===== src/uart_defs.vh =====
// register map, field positions, reset values and timing counts of the serial port control block
`ifndef UART_DEFS_VH
`define UART_DEFS_VH
// byte offsets on the register bus
`define OFF_SERIAL_CONTROL 8'h98
`define OFF_DATA_BUFFER 8'h9c
`define OFF_RELOAD 8'ha0
`define OFF_GEN_CONTROL 8'ha4
`define OFF_TIMER_TWO 8'ha8
`define OFF_POWER 8'hac
`define OFF_ADDRESS 8'hb0
`define OFF_IRQ_STATUS 8'hb4
`define OFF_IRQ_ENABLE 8'hb8
`define OFF_IRQ_CLEAR 8'hbc
// serial_control fields
`define SC_RX_DONE 0
`define SC_TX_DONE 1
`define SC_RX_NINTH 2
`define SC_TX_NINTH 3
`define SC_RX_ALLOW 4
`define SC_MULTIPROC 5
`define SC_MODE_LOWER 6
`define SC_MODE_UPPER 7
// baud_generator_control fields
`define GC_MODE_ZERO 0
`define GC_FAST 1
`define GC_RX_GEN 2
`define GC_TX_GEN 3
`define GC_RUN 4
// timer_two_control fields
`define T2_TX_SEL 4
`define T2_RX_SEL 5
// power_control fields
`define PW_FRAMING_VIEW 6
`define PW_DOUBLER 7
// interrupt status, enable and clear fields
`define IRQ_RX 0
`define IRQ_TX 1
`define IRQ_FE 2
// reset values
`define SERIAL_CONTROL_RST 8'h00
`define RELOAD_RST 8'h00
`define ADDRESS_RST 8'h00
`define IRQ_RST 3'h0
// frame modes
`define MODE_SHIFT 2'h0
`define MODE_8BIT 2'h1
`define MODE_9BIT_FIXED 2'h2
`define MODE_9BIT_VAR 2'h3
// timing counts
`define GEN_FAST_DIV 4'h1
`define GEN_SLOW_DIV 4'h6
`define MODE_ZERO_HALF 2'h2
`define SAMPLE_LAST 4'hf
`define START_MID 4'h7
`define BITS_SHIFT_LAST 4'h7
`define BITS_8_LAST 4'h9
`define BITS_9_LAST 4'ha
`endif


===== src/uart_defs_unused_guard.v =====
// no logic


===== src/uart_baud_select_and_control.v =====
// serial port control: baud source selection, internal rate generator, control register, tx and rx engines
// Operation
// - tx clock: generator, else timer2, else timer1
// - rx clock selected the same way, independently
// - generator rate from reload, fast select, doubler
// - rate = 2^dbl*clk/(2*6^(1-fast)*16*(256-reload))
// - generator clocks variable-rate async modes, mode zero optionally
// - bad stop sets sticky framing fault flag while framing view selected
// - bit 7 is fault flag or upper mode
// - mode field selects shift, 8-bit, 9-bit frames
// - multiprocessor bit filters frames in uart modes
// - receiver ignores line while receive allow clear
// - transmit ninth bit sent in 9-bit modes
// - receive ninth bit gets ninth or stop bit
// - tx done set at stop start or bit8
// - rx done set after frame, cleared by software
// - framing detection moves rx done to stop
// - address frames accepted only on address match
// - doubler doubles rate in uart modes
`timescale 1ns/1ps
`default_nettype none
`include "uart_defs.vh"
module uart_baud_select_and_control #(
    parameter GEN_WIDTH = 8
) (
    input wire sys_clk, // peripheral clock, 10 MHz
    input wire arst_n, // asynchronous reset, active low
    input wire [7:0] avs_address, // byte address
    input wire avs_read, // read request
    input wire avs_write, // write request
    input wire [31:0] avs_writedata, // write data
    output reg [31:0] avs_readdata, // read data
    output wire avs_waitrequest, // stall while read data is fetched
    input wire timer1_overflow, // timer 1 overflow pulse
    input wire timer2_overflow, // timer 2 overflow pulse
    input wire rxd_in, // receive line level
    output reg rxd_out, // shift mode data out
    output reg rxd_oe, // shift mode data drive enable
    output reg txd_out, // transmit line or shift clock
    output wire irq // level interrupt
);
    localparam RX_IDLE = 4'b0001;
    localparam RX_START = 4'b0010;
    localparam RX_DATA = 4'b0100;
    localparam RX_STOP = 4'b1000;

    reg mode_upper, mode_lower, multiproc_enable, rx_enable;
    reg tx_ninth_bit, rx_ninth_bit, tx_done_flag, rx_done_flag, framing_fault_flag;
    reg [GEN_WIDTH-1:0] generator_reload_value;
    reg [GEN_WIDTH-1:0] gen_count;
    reg generator_run, tx_generator_select, rx_generator_select;
    reg generator_fast_select, mode_zero_generator_select;
    reg tx_timer2_select, rx_timer2_select, baud_doubler, framing_view_select;
    reg [7:0] given_address, address_mask, rx_buffer;
    reg [2:0] irq_status, irq_enable;
    reg rd_ready;
    reg [3:0] pre_count;
    reg [1:0] m0_count;
    reg rx_meta, rx_sync, rx_prev;
    reg tx_busy, tx_phase;
    reg [10:0] tx_shift;
    reg [3:0] tx_bit, tx_sub;
    reg [3:0] rx_state, rx_bit, rx_sub;
    reg [8:0] rx_shift;
    reg rx_phase;
    reg [31:0] rd_mux;

    wire [1:0] mode = {mode_upper, mode_lower};
    wire mode0 = (mode == `MODE_SHIFT);
    wire nine = mode_upper;
    wire bus_wr_sc = avs_write && (avs_address == `OFF_SERIAL_CONTROL);
    wire bus_wr_data = avs_write && (avs_address == `OFF_DATA_BUFFER);
    wire bus_wr_clr = avs_write && (avs_address == `OFF_IRQ_CLEAR);

    // read takes one wait cycle so read data always comes from a flip-flop
    assign avs_waitrequest = avs_read && !rd_ready;

    // prescaler folds 2*6^(1-fast)/2^doubler into one divider ahead of the counter
    wire [3:0] base_div = generator_fast_select ? `GEN_FAST_DIV : `GEN_SLOW_DIV;
    wire [3:0] pre_div = baud_doubler ? base_div : {base_div[2:0], 1'b0};
    wire pre_tick = generator_run && (pre_count == pre_div - 4'h1);
    wire gen_ovf = pre_tick && (gen_count == {GEN_WIDTH{1'b1}});

    // mode zero shift clock: f/6 from a divide by three per half bit, or generator
    wire m0_tick = mode_zero_generator_select ? gen_ovf : (m0_count == `MODE_ZERO_HALF);

    // per direction oversample tick: index 0 transmit, 1 receive
    wire [1:0] dir_gen = {rx_generator_select, tx_generator_select};
    wire [1:0] dir_t2 = {rx_timer2_select, tx_timer2_select};
    wire [1:0] dir_tick;
    genvar gi;
    generate
        for (gi = 0; gi < 2; gi = gi + 1)
        begin : g_dir
            reg half;
            wire timer_src = dir_t2[gi] ? timer2_overflow : timer1_overflow;
            wire fixed_rate = (mode == `MODE_9BIT_FIXED);
            wire src = fixed_rate ? 1'b1 : (dir_gen[gi] ? gen_ovf : timer_src);
            // timers and fixed rate run at half speed unless doubled; generator doubling is in the prescaler
            wire need_half = !baud_doubler && (fixed_rate || !dir_gen[gi]);
            assign dir_tick[gi] = src && (!need_half || half);
            always @(posedge sys_clk or negedge arst_n)
            begin
                if (!arst_n)
                    half <= 1'b0;
                else if (src && need_half)
                    half <= !half;
            end
        end
    endgenerate

    // transmit timing
    wire tx_step = mode0 ? (m0_tick && tx_phase) : (dir_tick[0] && tx_sub == `SAMPLE_LAST);
    wire [3:0] tx_last = mode0 ? `BITS_SHIFT_LAST : (nine ? `BITS_9_LAST : `BITS_8_LAST);
    wire tx_set = tx_busy && tx_step && (mode0 ? (tx_bit == tx_last) : (tx_bit == tx_last - 4'h1));
    wire tx_end = tx_busy && tx_step && (tx_bit == tx_last);

    // receive completion; fin_word holds data low and ninth or stop in bit 8, data in bits 8:1 in mode zero
    wire rx_smp = mode0 ? (m0_tick && rx_phase) : (dir_tick[1] && rx_sub == `SAMPLE_LAST);
    wire [8:0] rx_next_shift = {rx_sync, rx_shift[8:1]};
    wire rx_in_data = (rx_state == RX_DATA);
    wire rx_in_stop = (rx_state == RX_STOP);
    wire fin_ninth_data = rx_in_data && !mode0 && nine && rx_bit == 4'h8 && rx_smp && !framing_view_select;
    wire fin_stop = rx_in_stop && rx_smp && (!nine || framing_view_select);
    wire fin_m0 = rx_in_data && mode0 && rx_bit == `BITS_SHIFT_LAST && rx_smp;
    wire rx_fin = fin_ninth_data || fin_stop || fin_m0;
    wire [8:0] fin_word = (rx_in_stop && nine) ? rx_shift : rx_next_shift;
    wire [7:0] fin_data = mode0 ? fin_word[8:1] : fin_word[7:0];
    wire fin_ninth = fin_word[8];
    // given address ignores mask zeros; broadcast needs ones wherever address or mask is one
    wire addr_given = (((fin_data ^ given_address) & address_mask) == 8'h00);
    wire addr_bcast = ((fin_data | ~(given_address | address_mask)) == 8'hff);
    wire rx_accept = rx_fin && rx_enable && !rx_done_flag &&
        (mode0 || !multiproc_enable || (fin_ninth && (addr_given || addr_bcast)));
    wire fe_set = rx_in_stop && rx_smp && !rx_sync && framing_view_select;

    assign irq = |(irq_status & irq_enable);

    // bus read mux
    always @*
    begin
        rd_mux = 32'h0;
        case (avs_address)
            `OFF_SERIAL_CONTROL: rd_mux[7:0] = {framing_view_select ? framing_fault_flag : mode_upper,
                mode_lower, multiproc_enable, rx_enable, tx_ninth_bit, rx_ninth_bit, tx_done_flag, rx_done_flag};
            `OFF_DATA_BUFFER: rd_mux[7:0] = rx_buffer;
            `OFF_RELOAD: rd_mux[GEN_WIDTH-1:0] = generator_reload_value;
            `OFF_GEN_CONTROL: rd_mux[4:0] = {generator_run, tx_generator_select, rx_generator_select,
                generator_fast_select, mode_zero_generator_select};
            `OFF_TIMER_TWO: rd_mux[5:4] = {rx_timer2_select, tx_timer2_select};
            `OFF_POWER: rd_mux[7:6] = {baud_doubler, framing_view_select};
            `OFF_ADDRESS: rd_mux[15:0] = {address_mask, given_address};
            `OFF_IRQ_STATUS: rd_mux[2:0] = irq_status;
            `OFF_IRQ_ENABLE: rd_mux[2:0] = irq_enable;
            default: rd_mux = 32'h0;
        endcase
    end

    // register file and sticky flags; hardware set wins over a software clear
    always @(posedge sys_clk or negedge arst_n)
    begin
        if (!arst_n)
        begin
            {mode_upper, mode_lower, multiproc_enable, rx_enable} <= 4'h0;
            {tx_ninth_bit, rx_ninth_bit, tx_done_flag, rx_done_flag} <= 4'h0;
            framing_fault_flag <= 1'b0;
            generator_reload_value <= {GEN_WIDTH{1'b0}};
            {generator_run, tx_generator_select, rx_generator_select} <= 3'h0;
            {generator_fast_select, mode_zero_generator_select} <= 2'h0;
            {tx_timer2_select, rx_timer2_select, baud_doubler, framing_view_select} <= 4'h0;
            given_address <= `ADDRESS_RST;
            address_mask <= `ADDRESS_RST;
            rx_buffer <= 8'h00;
            irq_status <= `IRQ_RST;
            irq_enable <= `IRQ_RST;
            rd_ready <= 1'b0;
            avs_readdata <= 32'h0;
        end
        else
        begin
            rd_ready <= avs_read && !rd_ready;
            if (avs_read && !rd_ready)
                avs_readdata <= rd_mux;
            if (bus_wr_sc)
            begin
                if (!framing_view_select)
                    mode_upper <= avs_writedata[`SC_MODE_UPPER];
                mode_lower <= avs_writedata[`SC_MODE_LOWER];
                multiproc_enable <= avs_writedata[`SC_MULTIPROC];
                rx_enable <= avs_writedata[`SC_RX_ALLOW];
                tx_ninth_bit <= avs_writedata[`SC_TX_NINTH];
            end
            framing_fault_flag <= fe_set ||
                ((bus_wr_sc && framing_view_select) ? avs_writedata[`SC_MODE_UPPER] : framing_fault_flag);
            tx_done_flag <= tx_set || (bus_wr_sc ? avs_writedata[`SC_TX_DONE] : tx_done_flag);
            rx_done_flag <= rx_accept || (bus_wr_sc ? avs_writedata[`SC_RX_DONE] : rx_done_flag);
            if (rx_accept && !mode0)
                rx_ninth_bit <= fin_ninth;
            else if (bus_wr_sc)
                rx_ninth_bit <= avs_writedata[`SC_RX_NINTH];
            if (rx_accept)
                rx_buffer <= fin_data;
            if (avs_write && avs_address == `OFF_RELOAD)
                generator_reload_value <= avs_writedata[GEN_WIDTH-1:0];
            if (avs_write && avs_address == `OFF_GEN_CONTROL)
            begin
                generator_run <= avs_writedata[`GC_RUN];
                tx_generator_select <= avs_writedata[`GC_TX_GEN];
                rx_generator_select <= avs_writedata[`GC_RX_GEN];
                generator_fast_select <= avs_writedata[`GC_FAST];
                mode_zero_generator_select <= avs_writedata[`GC_MODE_ZERO];
            end
            if (avs_write && avs_address == `OFF_TIMER_TWO)
            begin
                tx_timer2_select <= avs_writedata[`T2_TX_SEL];
                rx_timer2_select <= avs_writedata[`T2_RX_SEL];
            end
            if (avs_write && avs_address == `OFF_POWER)
            begin
                baud_doubler <= avs_writedata[`PW_DOUBLER];
                framing_view_select <= avs_writedata[`PW_FRAMING_VIEW];
            end
            if (avs_write && avs_address == `OFF_ADDRESS)
            begin
                given_address <= avs_writedata[7:0];
                address_mask <= avs_writedata[15:8];
            end
            if (avs_write && avs_address == `OFF_IRQ_ENABLE)
                irq_enable <= avs_writedata[2:0];
            irq_status <= {fe_set, tx_set, rx_accept} |
                (irq_status & ~(bus_wr_clr ? avs_writedata[2:0] : 3'h0));
        end
    end

    // internal generator: prescaler then reloading up counter
    always @(posedge sys_clk or negedge arst_n)
    begin
        if (!arst_n)
        begin
            pre_count <= 4'h0;
            gen_count <= {GEN_WIDTH{1'b0}};
            m0_count <= 2'h0;
        end
        else
        begin
            m0_count <= (m0_count == `MODE_ZERO_HALF) ? 2'h0 : m0_count + 2'h1;
            if (!generator_run)
            begin
                pre_count <= 4'h0;
                gen_count <= generator_reload_value;
            end
            else if (pre_tick)
            begin
                pre_count <= 4'h0;
                gen_count <= gen_ovf ? generator_reload_value : gen_count + 1'b1;
            end
            else
                pre_count <= pre_count + 4'h1;
        end
    end

    // transmitter; a data write while busy is dropped
    always @(posedge sys_clk or negedge arst_n)
    begin
        if (!arst_n)
        begin
            tx_busy <= 1'b0;
            tx_phase <= 1'b0;
            tx_shift <= 11'h7ff;
            tx_bit <= 4'h0;
            tx_sub <= 4'h0;
        end
        else if (!tx_busy)
        begin
            tx_phase <= 1'b0;
            tx_bit <= 4'h0;
            tx_sub <= 4'h0;
            if (bus_wr_data)
            begin
                tx_busy <= 1'b1;
                if (mode0)
                    tx_shift <= {3'h7, avs_writedata[7:0]};
                else
                    tx_shift <= {1'b1, nine ? tx_ninth_bit : 1'b1, avs_writedata[7:0], 1'b0};
            end
        end
        else
        begin
            if (!mode0 && dir_tick[0])
                tx_sub <= tx_sub + 4'h1;
            if (mode0 && m0_tick)
                tx_phase <= !tx_phase;
            if (tx_step)
            begin
                tx_shift <= {1'b1, tx_shift[10:1]};
                tx_bit <= tx_bit + 4'h1;
            end
            if (tx_end)
                tx_busy <= 1'b0;
        end
    end

    // receiver state machine
    always @(posedge sys_clk or negedge arst_n)
    begin
        if (!arst_n)
        begin
            rx_state <= RX_IDLE;
            rx_bit <= 4'h0;
            rx_sub <= 4'h0;
            rx_shift <= 9'h000;
            rx_phase <= 1'b0;
        end
        else if (!rx_enable)
            rx_state <= RX_IDLE;
        else
        begin
            if (dir_tick[1])
                rx_sub <= rx_sub + 4'h1;
            case (rx_state)
                RX_IDLE:
                begin
                    rx_bit <= 4'h0;
                    rx_sub <= 4'h0;
                    rx_phase <= 1'b0;
                    if (mode0 && !rx_done_flag && !tx_busy)
                        rx_state <= RX_DATA;
                    else if (!mode0 && rx_prev && !rx_sync)
                        rx_state <= RX_START;
                end
                RX_START:
                    if (dir_tick[1] && rx_sub == `START_MID)
                    begin
                        rx_sub <= 4'h0;
                        rx_state <= rx_sync ? RX_IDLE : RX_DATA;
                    end
                RX_DATA:
                begin
                    if (mode0 && m0_tick)
                        rx_phase <= !rx_phase;
                    if (rx_smp)
                    begin
                        rx_shift <= rx_next_shift;
                        rx_bit <= rx_bit + 4'h1;
                        if (mode0 ? (rx_bit == `BITS_SHIFT_LAST) : (rx_bit == (nine ? 4'h8 : 4'h7)))
                            rx_state <= mode0 ? RX_IDLE : RX_STOP;
                    end
                end
                RX_STOP:
                    if (rx_smp)
                    begin
                        if (!nine)
                            rx_shift <= rx_next_shift;
                        rx_state <= RX_IDLE;
                    end
                default: rx_state <= RX_IDLE;
            endcase
        end
    end

    // line synchroniser and registered pin drive
    always @(posedge sys_clk or negedge arst_n)
    begin
        if (!arst_n)
        begin
            rx_meta <= 1'b1;
            rx_sync <= 1'b1;
            rx_prev <= 1'b1;
            txd_out <= 1'b1;
            rxd_out <= 1'b1;
            rxd_oe <= 1'b0;
        end
        else
        begin
            rx_meta <= rxd_in;
            rx_sync <= rx_meta;
            rx_prev <= rx_sync;
            // in shift mode the transmit pin carries the clock, low in the first half bit
            if (mode0)
                txd_out <= !((tx_busy && !tx_phase) || (rx_in_data && !rx_phase));
            else
                txd_out <= tx_busy ? tx_shift[0] : 1'b1;
            rxd_out <= tx_shift[0];
            rxd_oe <= mode0 && tx_busy;
        end
    end
endmodule // uart_baud_select_and_control
`default_nettype wire


===== config.mk =====
export PLATFORM = sky130hd
export DESIGN_NAME = uart_baud_select_and_control
export DESIGN_NICKNAME = d
export VERILOG_FILES = /design/src/uart_defs_unused_guard.v /design/src/uart_baud_select_and_control.v
export VERILOG_INCLUDE_DIRS = /design/src
export SDC_FILE = /design/constraint.sdc
export NUM_CORES = 1
export LEC_CHECK = 0
export BUFFER_PORTS_ARGS = -buffer_cell sky130_fd_sc_hd__buf_2
export CORE_ASPECT_RATIO = 1.5
export CORE_MARGIN = 1
export CORE_UTILIZATION = 45
export DETAILED_ROUTE_END_ITERATION = 10
export PLACE_DENSITY_LB_ADDON = 0.12
export RECOVER_POWER = 50
export REMOVE_ABC_BUFFERS = 1
export SLEW_MARGIN = 20
export SYNTH_ARGS = -nofsm -noshare
export SYNTH_HDL_FRONTEND = slang
export SYNTH_SLANG_ARGS = --single-unit
export TNS_END_PERCENT = 5

===== constraint.sdc =====
create_clock -name sys_clk -period 3.5 [get_ports sys_clk]
set_input_delay 0.7 -clock sys_clk [delete_from_list [all_inputs] [get_ports sys_clk]]
set_output_delay 0.7 -clock sys_clk [all_outputs]
set_load 0.02 [all_outputs]

==> results of run 1 <==
layout make-up:
type / instances / area, um2
Clock buffer: 18 / 439
Inverter: 18 / 67.6
Clock inverter: 14 / 139
Tap cell: 203 / 254
Timing Repair Buffer: 74 / 418
Fill cell: 1391 / 7360
Sequential cell: 137 / 3450
Multi-Input combinational cell: 510 / 3500
report_power, final:
| group | internal [mW] | total [mW] | switching [mW] |
|---|---|---|---|
| Sequential | 1.72 | 1.89 | 0.168 |
| Combinational | 0.299 | 0.739 | 0.440 |
| Clock | 1.01 | 1.75 | 0.738 |
path summary, 6_finish.rpt:
path	slack, ns	startpoint	end	depth (start not counted)
worst max-delay path	0.52	rx_state[1]	rx_buffer[2]	9
worst min-delay path	0.36	rx_meta	rx_sync	0
worst max register to register	0.52	rx_state[1]	rx_buffer[2]	9
worst min register to register	0.36	rx_meta	rx_sync	0
max in group asynchronous	0.67	arst_n	g_dir[0].half	2
min in group asynchronous	0.77	arst_n	avs_readdata[1]	1
logic make-up (layout without fill, tap and decap cells):
group	count (synthesis)	in the layout
AND/OR/NAND/NOR	232	232
XOR/XNOR	22	22
other	1	16
flip-flops	137	137
buffers and inverters	64	124
AO/OA/AOI/OAI	161	161
multiplexers	72	72
adder cells (fa/ha/maj)	7	7
worst max-delay path: stages, from the launching register on:
cell and delay (ns):
dfrtp_1 0.45, nor4b_4 0.43, nand2_1 0.28, o221a_2 0.40, xor2_1 0.15, a22oi_1 0.10, and4_1 0.24, o311a_1 0.35
buf_4 0.17, mux2_1 0.31
routing by layer:
| layer | vias to the layer above | global-route usage | share of wire |
|---|---|---|---|
| met1 | 2873 | 0.293 | 0.42 |
| met2 | 140 | 0.418 | 0.52 |
| met3 | 34 | 0.0410 | 0.038 |
| met4 | 0 | 0.103 | 0.024 |
| met5 | - | 0 | 0 |
| li1 | 2659 | - | - |
cells in the final DEF, fill, tap and decap left out, types with 7 or more instances in the layout:
cell type	count
a21oi_1	28
a221o_1	10
a22o_1	12
a22oi_1	7
a311oi_1	8
and3_1	8
buf_2	50
buf_4	20
clkbuf_16	17
clkinv_4	7
conb_1	16
dfrtp_1	121
dfstp_2	14
ha_1	7
inv_1	17
mux2_2	54
mux2i_1	16
nand2_1	76
nand3_1	19
nor2_1	63
nor2b_1	7
nor3_1	8
o21ai_0	30
o221a_2	8
or3_1	10
xor2_1	17
stage by stage:
stage	utilization	power (mW)	hold slack (ns)	cell area (um2)	setup slack [ns]
after detailed placement	0.494	2.66	0.349	7720	0.524
after global routing	0.529	4.60	0.357	8270	0.181
final	0.529	4.38	0.363	8270	0.522
after CTS	0.531	4.43	0.326	8300	0.488
after floorplan	-	2.38	0.345	7010	0.409
after global placement	0.494	2.62	0.345	7720	0.559
state kept, by name, summed over array words and instances (netlist names), 8 cells and up:
register,flops
gen_count,8
avs_readdata,16
rx_buffer,8
address_mask,8
tx_shift,10
generator_reload_value,8
given_address,8
rx_shift,9
==> results_dict.tcl, run 1 <==
set metrics [dict create \
    numCtsBuffers 17 \
    power_density_nw_per_um2 530 \
    grt_max_degree 75 \
    clock_latency_ns 0.44 \
    via_count 5706 \
    hold_violations 0 \
    cts_sinks 137 \
    yosysSeqAreaShare 0.478 \
    synth_top_area_frac 0.420 \
    ys_types 71 \
    die_w_um 105 \
    core_area_um2 15600 \
    synth_area_leaders "dfrtp_1, mux2_2, dfstp_2" \
    finalSetupViolations 0 \
    cts_tree "yes" \
    diodes 0 \
    fin_crit_ns 2.98 \
    drive_above_1_share 0.252 \
    status "complete, but fails checks" \
    yosysTopAreaCell "dfrtp_1" \
    rows 56 \
    grt_pass1_wl_um 30300 \
    fin_tns_setup_ns 0 \
    start_kind "flop" \
    synth-simple-area-share 0.159 \
    fin_crit_sh 0.851 \
    clk_pin_slew_ns 0.06 \
    synth_compound_gate_area_share 0.169 \
    ir_worst_vdd_mv 0.267 \
    totalWireLength_um 18600 \
    synthToLayoutAreaGrowth_pct 14.7 \
    avgSynthCellArea_um2 10.4 \
    wire_per_inst_um 19.1 \
    finClkSkew_ns 0.00998 \
    crit_type "reg -> reg" \
    gp_congestion 0.819 \
    tightest_slew_ns 1.89 \
    ios 84 \
    cp_data_required_time_ns 3.82 \
    viasPerCell 5.86 \
    synth_seq_cells 137 \
    max_freq_mhz 336 \
    synth_edf_count 0 \
    async_reset_ff_frac 1.00 \
    clockBufferDepth 2 \
    rsz0062_at_grt "no" \
    initial_core_util 0.461 \
    route.detailed.drc 0 \
    htree_levels 4 \
    synthCells 696 \
    arrival_ns 3.30 \
    dr.first_iter.drc_count 356 \
    worst-path-max-fanout 9 \
    postCtsHoldBufs 0 \
    io_buffers 51 \
    cts-resized-gates 0 \
    die_area_um2 16500 \
    postCtsSetupBuffers 0 \
    synth_xor_area_frac 0.0267 \
    antenna_left 0 \
    p_leak_nw 3.86 \
    synth_top_cells_by_count "dfrtp_1, nand2_1, nor2_1, mux2_2, o21ai_0" \
    clockRootBuffer "clkbuf_16" \
    antenna_found_initial 0 \
    first_global_vias 5774 \
    hold_class "reg -> reg" \
    violations "max-capacitance violations, max-slew violations" \
    fin_cells 974 \
    synthAdderAreaFrac 0.0121 \
    synth_top_family_by_area "compound AO/OA/AOI/OAI gates" \
    netlist_area_um2 7210 \
    cap_violations 1 \
    nets 812 \
    worstSetupEndpointType "flop" \
    yosysMostFrequentCell "dfrtp_1" \
    grt.overflow.total 0 \
    slew_violations 75 \
    synthMuxAreaShare 0.110 \
    hpwl_um 13300 \
    ys_warn_count 0 \
    die_y_um 157 \
    dp_cells 942 \
    grt_usage 0.240 \
    max-slew-margin-rel -0.259 \
    synth_ff_type "dfrtp_1" \
    drt_first_pass_iters 5 \
]
Power figures use the tool's default switching activity.
==> run 2, diff against run 1 <==
--- a/config.mk
+++ b/config.mk
@@ -13,3 +13,3 @@
 export DETAILED_ROUTE_END_ITERATION = 10
-export PLACE_DENSITY_LB_ADDON = 0.12
+export PLACE_DENSITY_LB_ADDON = 0.15
 export RECOVER_POWER = 50
--- a/constraint.sdc
+++ b/constraint.sdc
@@ -3,2 +3,2 @@
 set_output_delay 0.7 -clock sys_clk [all_outputs]
-set_load 0.02 [all_outputs]
+set_load 0.005 [all_outputs]
==> run 2 against run 1 <==
The run still ends with max-capacitance violations, max-slew violations left. Worst setup slack worse by 0.17 ns. Critical path depth down 1. Sequential cell count unchanged. Combinational power down 4.1%. Cell count down 0.21%.
==> results_dict.tcl, run 2 (same netlist as run 1, synthesis figures left out) <==
set metrics [dict create \
    route.detailed.drc 0 \
    path_cells "nor4b_4, nand2_1, o221a_2, xor2_1, a22oi_1, and4_1, o311a_1, mux2_2" \
    reg2reg_depth 8 \
    rows 56 \
    max_freq_mhz 318 \
    viasPerCell 5.81 \
    hold_class "reg -> reg" \
    cts_sinks 137 \
    largest_reg_flops 16 \
    start_kind "flop" \
    r2r_start "rx_state[1]" \
    slew_violations 78 \
    synthToLayoutAreaGrowth_pct 14.8 \
    wire_per_inst_um 18.6 \
    cp_data_required_time_ns 3.81 \
    antenna_found_initial 0 \
    crit_type "reg -> reg" \
    postCtsHoldBufs 0 \
    grt_usage 0.233 \
    hold_start "rx_meta" \
    clockRootBuffer "clkbuf_16" \
    fin_crit_ns 3.14 \
    finClkSkew_ns 0.00950 \
    hpwl_um 13200 \
    fin_tns_setup_ns 0 \
    max-slew-margin-rel -0.339 \
    top_register "avs_readdata" \
    tightest_slew_ns 2.01 \
    numCtsBuffers 17 \
    final_common_cell "dfrtp_1" \
    ios 84 \
    fin_crit_sh 0.899 \
    nets 810 \
    layout_common_cells "dfrtp_1, nand2_1, nor2_1" \
    violations "max-capacitance violations, max-slew violations" \
    setup_slack_ns 0.355 \
    core_area_um2 15600 \
    cap_violations 1 \
    grt_max_degree 78 \
    grt_pass1_wl_um 29500 \
    whs_ns 0.360 \
    reg2reg_slack_ns 0.36 \
    die_y_um 157 \
    cts_tree "yes" \
    min_to "rx_sync" \
    worst-path-max-fanout 10 \
    critPathMaxStageDelay_ns 0.45 \
    drive_above_1_share 0.248 \
    rsz0062_at_grt "no" \
    io_buffers 51 \
    status "complete, but fails checks" \
    die_area_um2 16500 \
    finalSetupViolations 0 \
    grt.overflow.total 0 \
    initial_core_util 0.461 \
    worstReg2RegEnd "rx_buffer[3]" \
    via_count 5652 \
    gp_congestion 0.893 \
    totalWireLength_um 18100 \
    first_global_vias 5652 \
    power_density_nw_per_um2 538 \
    postCtsSetupBuffers 0 \
    cts-resized-gates 0 \
    worstSetupEndpointType "flop" \
    antenna_left 0 \
    dr.first_iter.drc_count 330 \
    arrival_ns 3.46 \
    clockBufferDepth 2 \
    whs_path_depth 0 \
    clock_latency_ns 0.43 \
    die_w_um 105 \
    p_leak_nw 3.85 \
    dp_slack_ns 0.356 \
    largestRegisters "avs_readdata x16, tx_shift x10, rx_shift x9" \
    diodes 0 \
    clk_pin_slew_ns 0.06 \
    ir_worst_vdd_mv 0.297 \
    hold_violations 0 \
    slowest_stage "dfrtp_1" \
    final.fill_count 1416 \
    drt_first_pass_iters 5 \
    htree_levels 4 \
    p_total_mw 4.45 \
]
==> run 2: changes by cell type in the layout (fill, tap and decap cells not counted), moves of 2 or more <==
cell      previous run  this run
clkinv_4             7         2
inv_8                1         4
inv_6                3         5
buf_4               20        17
==> run 2: final cells by class <==
type | instances | area, um2 | area share
clock buffer | 17 | 425 | 0.0514
tap | 203 | 254 | 0.0307
sequential | 137 | 3450 | 0.417
multi-input combinational | 510 | 3500 | 0.423
inverter | 18 | 67.6 | 0.00816
timing repair buffer | 72 | 399 | 0.0482
clock inverter | 15 | 179 | 0.0216
==> run 2: worst max path at each step <==
stage | endpoint | cells after the start | startpoint
after floorplan | rx_buffer[0] | 8 | baud_doubler
after global placement | rx_buffer[3] | 8 | rx_state[1]
after detailed placement | rx_buffer[0] | 8 | rx_state[1]
after CTS | rx_buffer[3] | 8 | rx_state[1]
after global routing | rx_buffer[3] | 8 | rx_state[1]
final | rx_buffer[3] | 8 | rx_state[1]
==> run 2: stage by stage <==
| stage | utilization | cell area, um2 | instances |
|---|---|---|---|
| 2_1_floorplan | - | 7010 | 665 |
| 3_5_place_dp | 0.492 | 7690 | 940 |
| 4_1_cts | 0.531 | 8300 | 972 |
| 6_report | 0.530 | 8280 | 972 |
| 3_3_place_gp | 0.492 | 7690 | 940 |
| 5_1_grt | 0.530 | 8280 | 972 |
==> run 2: routing by layer <==
| layer | vias up | share of wire | GRT usage |
|---|---|---|---|
| met5 | - | 0 | 0 |
| met1 | 2826 | 0.40 | 0.271 |
| met4 | 0 | 0.026 | 0.0999 |
| met2 | 152 | 0.53 | 0.414 |
| li1 | 2642 | - | - |
| met3 | 32 | 0.041 | 0.0472 |
==> run 2: power breakdown <==
group	total, mW	internal [mW]	switching [mW]	leakage, nW
Sequential	1.89	1.72	0.170	1.79
Clock	1.85	1.08	0.770	0.297
Combinational	0.709	0.297	0.411	1.76
Total	4.45	3.10	1.35	3.85
==> run 2: worst max-delay path, delay by kind of cell (launching register included) <==
family          cells  cell delay (ns)
simple gates        3             0.99
mux                 1             0.38
flops               1             0.45
compound gates      3             1.06
xor+xnor            1             0.15
==> run 3, diff against run 2 <==
Settings changed: GPL_TIMING_DRIVEN set to 0.
Clock period 3.5 ns to 3.7 ns, I/O delays scaled along.
==> run 3 against run 2 <==
The flow still finishes with violations (max-capacitance violations, max-slew violations). Non-clock buffer count is 19 lower. Cell count is 2.1% lower. Sequential power is 5% lower. Sequential share of layout area is 0.60 points higher. Wire length is 2.7% lower. Core utilization is 0.75 points lower. Global-route usage is 0.53 points lower. Combinational power is 8.3% lower. Via count is 1.1% lower. Clock skew is 0.0033 ns higher. Maximum frequency is 10% lower. Die area stayed put.
==> results_dict.tcl, run 3 (same netlist as run 1, synthesis figures left out) <==
set metrics [dict create \
    regArea_um2 3450 \
    cap_violations 1 \
    dr.first_iter.drc_count 383 \
    final_common_cell "dfrtp_1" \
    max-slew-margin-rel -0.598 \
    max_freq_mhz 286 \
    slew_violations 43 \
    top_register "avs_readdata" \
    clock_latency_ns 0.43 \
    cp-startpoint "baud_doubler" \
    reg2reg_slack_ns 0.20 \
    core_area_um2 15600 \
    cp_data_required_time_ns 4.01 \
    grt.overflow.total 0 \
    worst-path-max-fanout 11 \
    die_area_um2 16500 \
    rsz0062_at_grt "no" \
    drt_first_pass_iters 5 \
    postCtsHoldBufs 0 \
    r2r_start "baud_doubler" \
    swShare 0.294 \
    clk_pin_slew_ns 0.06 \
    p_seq_frac 0.438 \
    fin_crit_ns 3.50 \
    htree_levels 4 \
    first_global_vias 5588 \
    reg2reg_depth 8 \
    die_y_um 157 \
    total_switching_power_mw 1.21 \
    highest_layer "met4" \
    final.fill_count 1405 \
    worstReg2RegEnd "rx_buffer[3]" \
    drive_above_1_share 0.236 \
    totalWireLength_um 17600 \
    clockRootBuffer "clkbuf_16" \
    die_w_um 105 \
    hold_violations 0 \
    fin_crit_sh 0.945 \
    power_frac_clock 0.403 \
    largestRegisters "avs_readdata x16, tx_shift x10, rx_shift x9" \
    comb_power_share 0.159 \
    crit_type "reg -> reg" \
    initial_core_util 0.461 \
    largest_reg_flops 16 \
    rows 56 \
    setup_slack_ns 0.205 \
    wl_met2_um 8890 \
    met3_wirelength_um 620 \
    dp_slack_ns -0.267 \
    viasPerCell 5.87 \
    utilization 0.522 \
    ios 84 \
    p_leak_nw 3.76 \
    antenna_left 0 \
    ir_worst_vdd_mv 0.243 \
    finClkSkew_ns 0.0128 \
    numCtsBuffers 17 \
    grt_pass1_wl_um 28900 \
    via_count 5590 \
    violations "max-capacitance violations, max-slew violations" \
    cts_tree "yes" \
    power_density_nw_per_um2 503 \
    io_buffers 51 \
    route.detailed.drc 0 \
    endpoint "rx_buffer[3]" \
    postCtsSetupBuffers 0 \
    multi_input_area_um2 3530 \
    start_kind "flop" \
    diodes 0 \
    worstSetupEndpointType "flop" \
    synthToLayoutAreaGrowth_pct 13.2 \
    grt_usage 0.227 \
    fin_tns_setup_ns 0 \
    nets 791 \
    clockBufferDepth 2 \
    hpwl_um 12700 \
    intPower_mw 2.90 \
    cts_sinks 137 \
    hold_class "reg -> reg" \
    finalSetupViolations 0 \
    status "complete, but fails checks" \
    tightest_slew_ns 2.40 \
    m1WireLength_um 7340 \
    grt_max_degree 96 \
    arrival_ns 3.81 \
    wire_per_inst_um 18.5 \
    layout_common_cells "dfrtp_1, nand2_1, nor2_1" \
    antenna_found_initial 0 \
    gp_congestion 0.886 \
]
run 3: cell type report:
cell class,instances,share of cell area
clock buffer,18,0.0526
clock inverter,13,0.0176
sequential,137,0.423
inverter,18,0.00828
tap,203,0.0311
timing repair buffer,53,0.0351
multi-input combinational,510,0.433
run 3: layer usage:
layer / up-vias / global-route usage
li1: 2615 / -
met1: 2801 / 0.265
met2: 130 / 0.388
met3: 44 / 0.0505
met4: 0 / 0.125
met5: - / 0
run 3: timing repair:
| item | CTS | global route |
|---|---|---|
| cloned | 0 | 0 |
| endpoints found under the setup margin | 8 | 8 |
| resized for setup | 2 | 1 |
run 3: stage by stage:
| stage | area (um2) | hold WS [ns] | std cells | power, mW |
|---|---|---|---|---|
| after CTS | 8160 | 0.192 | 952 | 4.14 |
| after floorplan | 7010 | 0.345 | 665 | 2.23 |
| after global placement | 7520 | 0.346 | 919 | 2.42 |
| final | 8160 | 0.361 | 952 | 4.10 |
| after detailed placement | 7580 | 0.349 | 921 | 2.47 |
| after global routing | 8160 | 0.371 | 952 | 4.31 |
run 3: how the worst min path moves through the flow:
stage / from / depth (start not counted) / slack (ns) / end
6_report: rx_meta / 0 / 0.36 / rx_sync
5_1_grt: rx_meta / 0 / 0.37 / rx_sync
4_1_cts: arst_n / 1 / 0.19 / pre_count[1]
3_5_place_dp: rx_meta / 0 / 0.35 / rx_sync
3_3_place_gp: rx_meta / 0 / 0.35 / rx_sync
2_1_floorplan: rx_meta / 0 / 0.35 / rx_sync
run 3: power by group through the flow:
stage | Combinational [mW] | Clock [mW] | Sequential (mW)
after global placement | 0.618 | 0 | 1.80
after global routing | 0.733 | 1.76 | 1.82
after floorplan | 0.463 | 0 | 1.77
after detailed placement | 0.656 | 0 | 1.82
after CTS | 0.654 | 1.69 | 1.80
final | 0.650 | 1.65 | 1.80
run 3: worst max-delay path, stage by stage (launching register included):
cell and delay, ns:
dfrtp_1 0.53, nor4b_4 0.37, nand2_2 0.11, a311oi_4 0.56, nand2_4 0.16, o21ai_4 0.36
nor4b_1 0.48, o311a_2 0.43, mux2_2 0.36
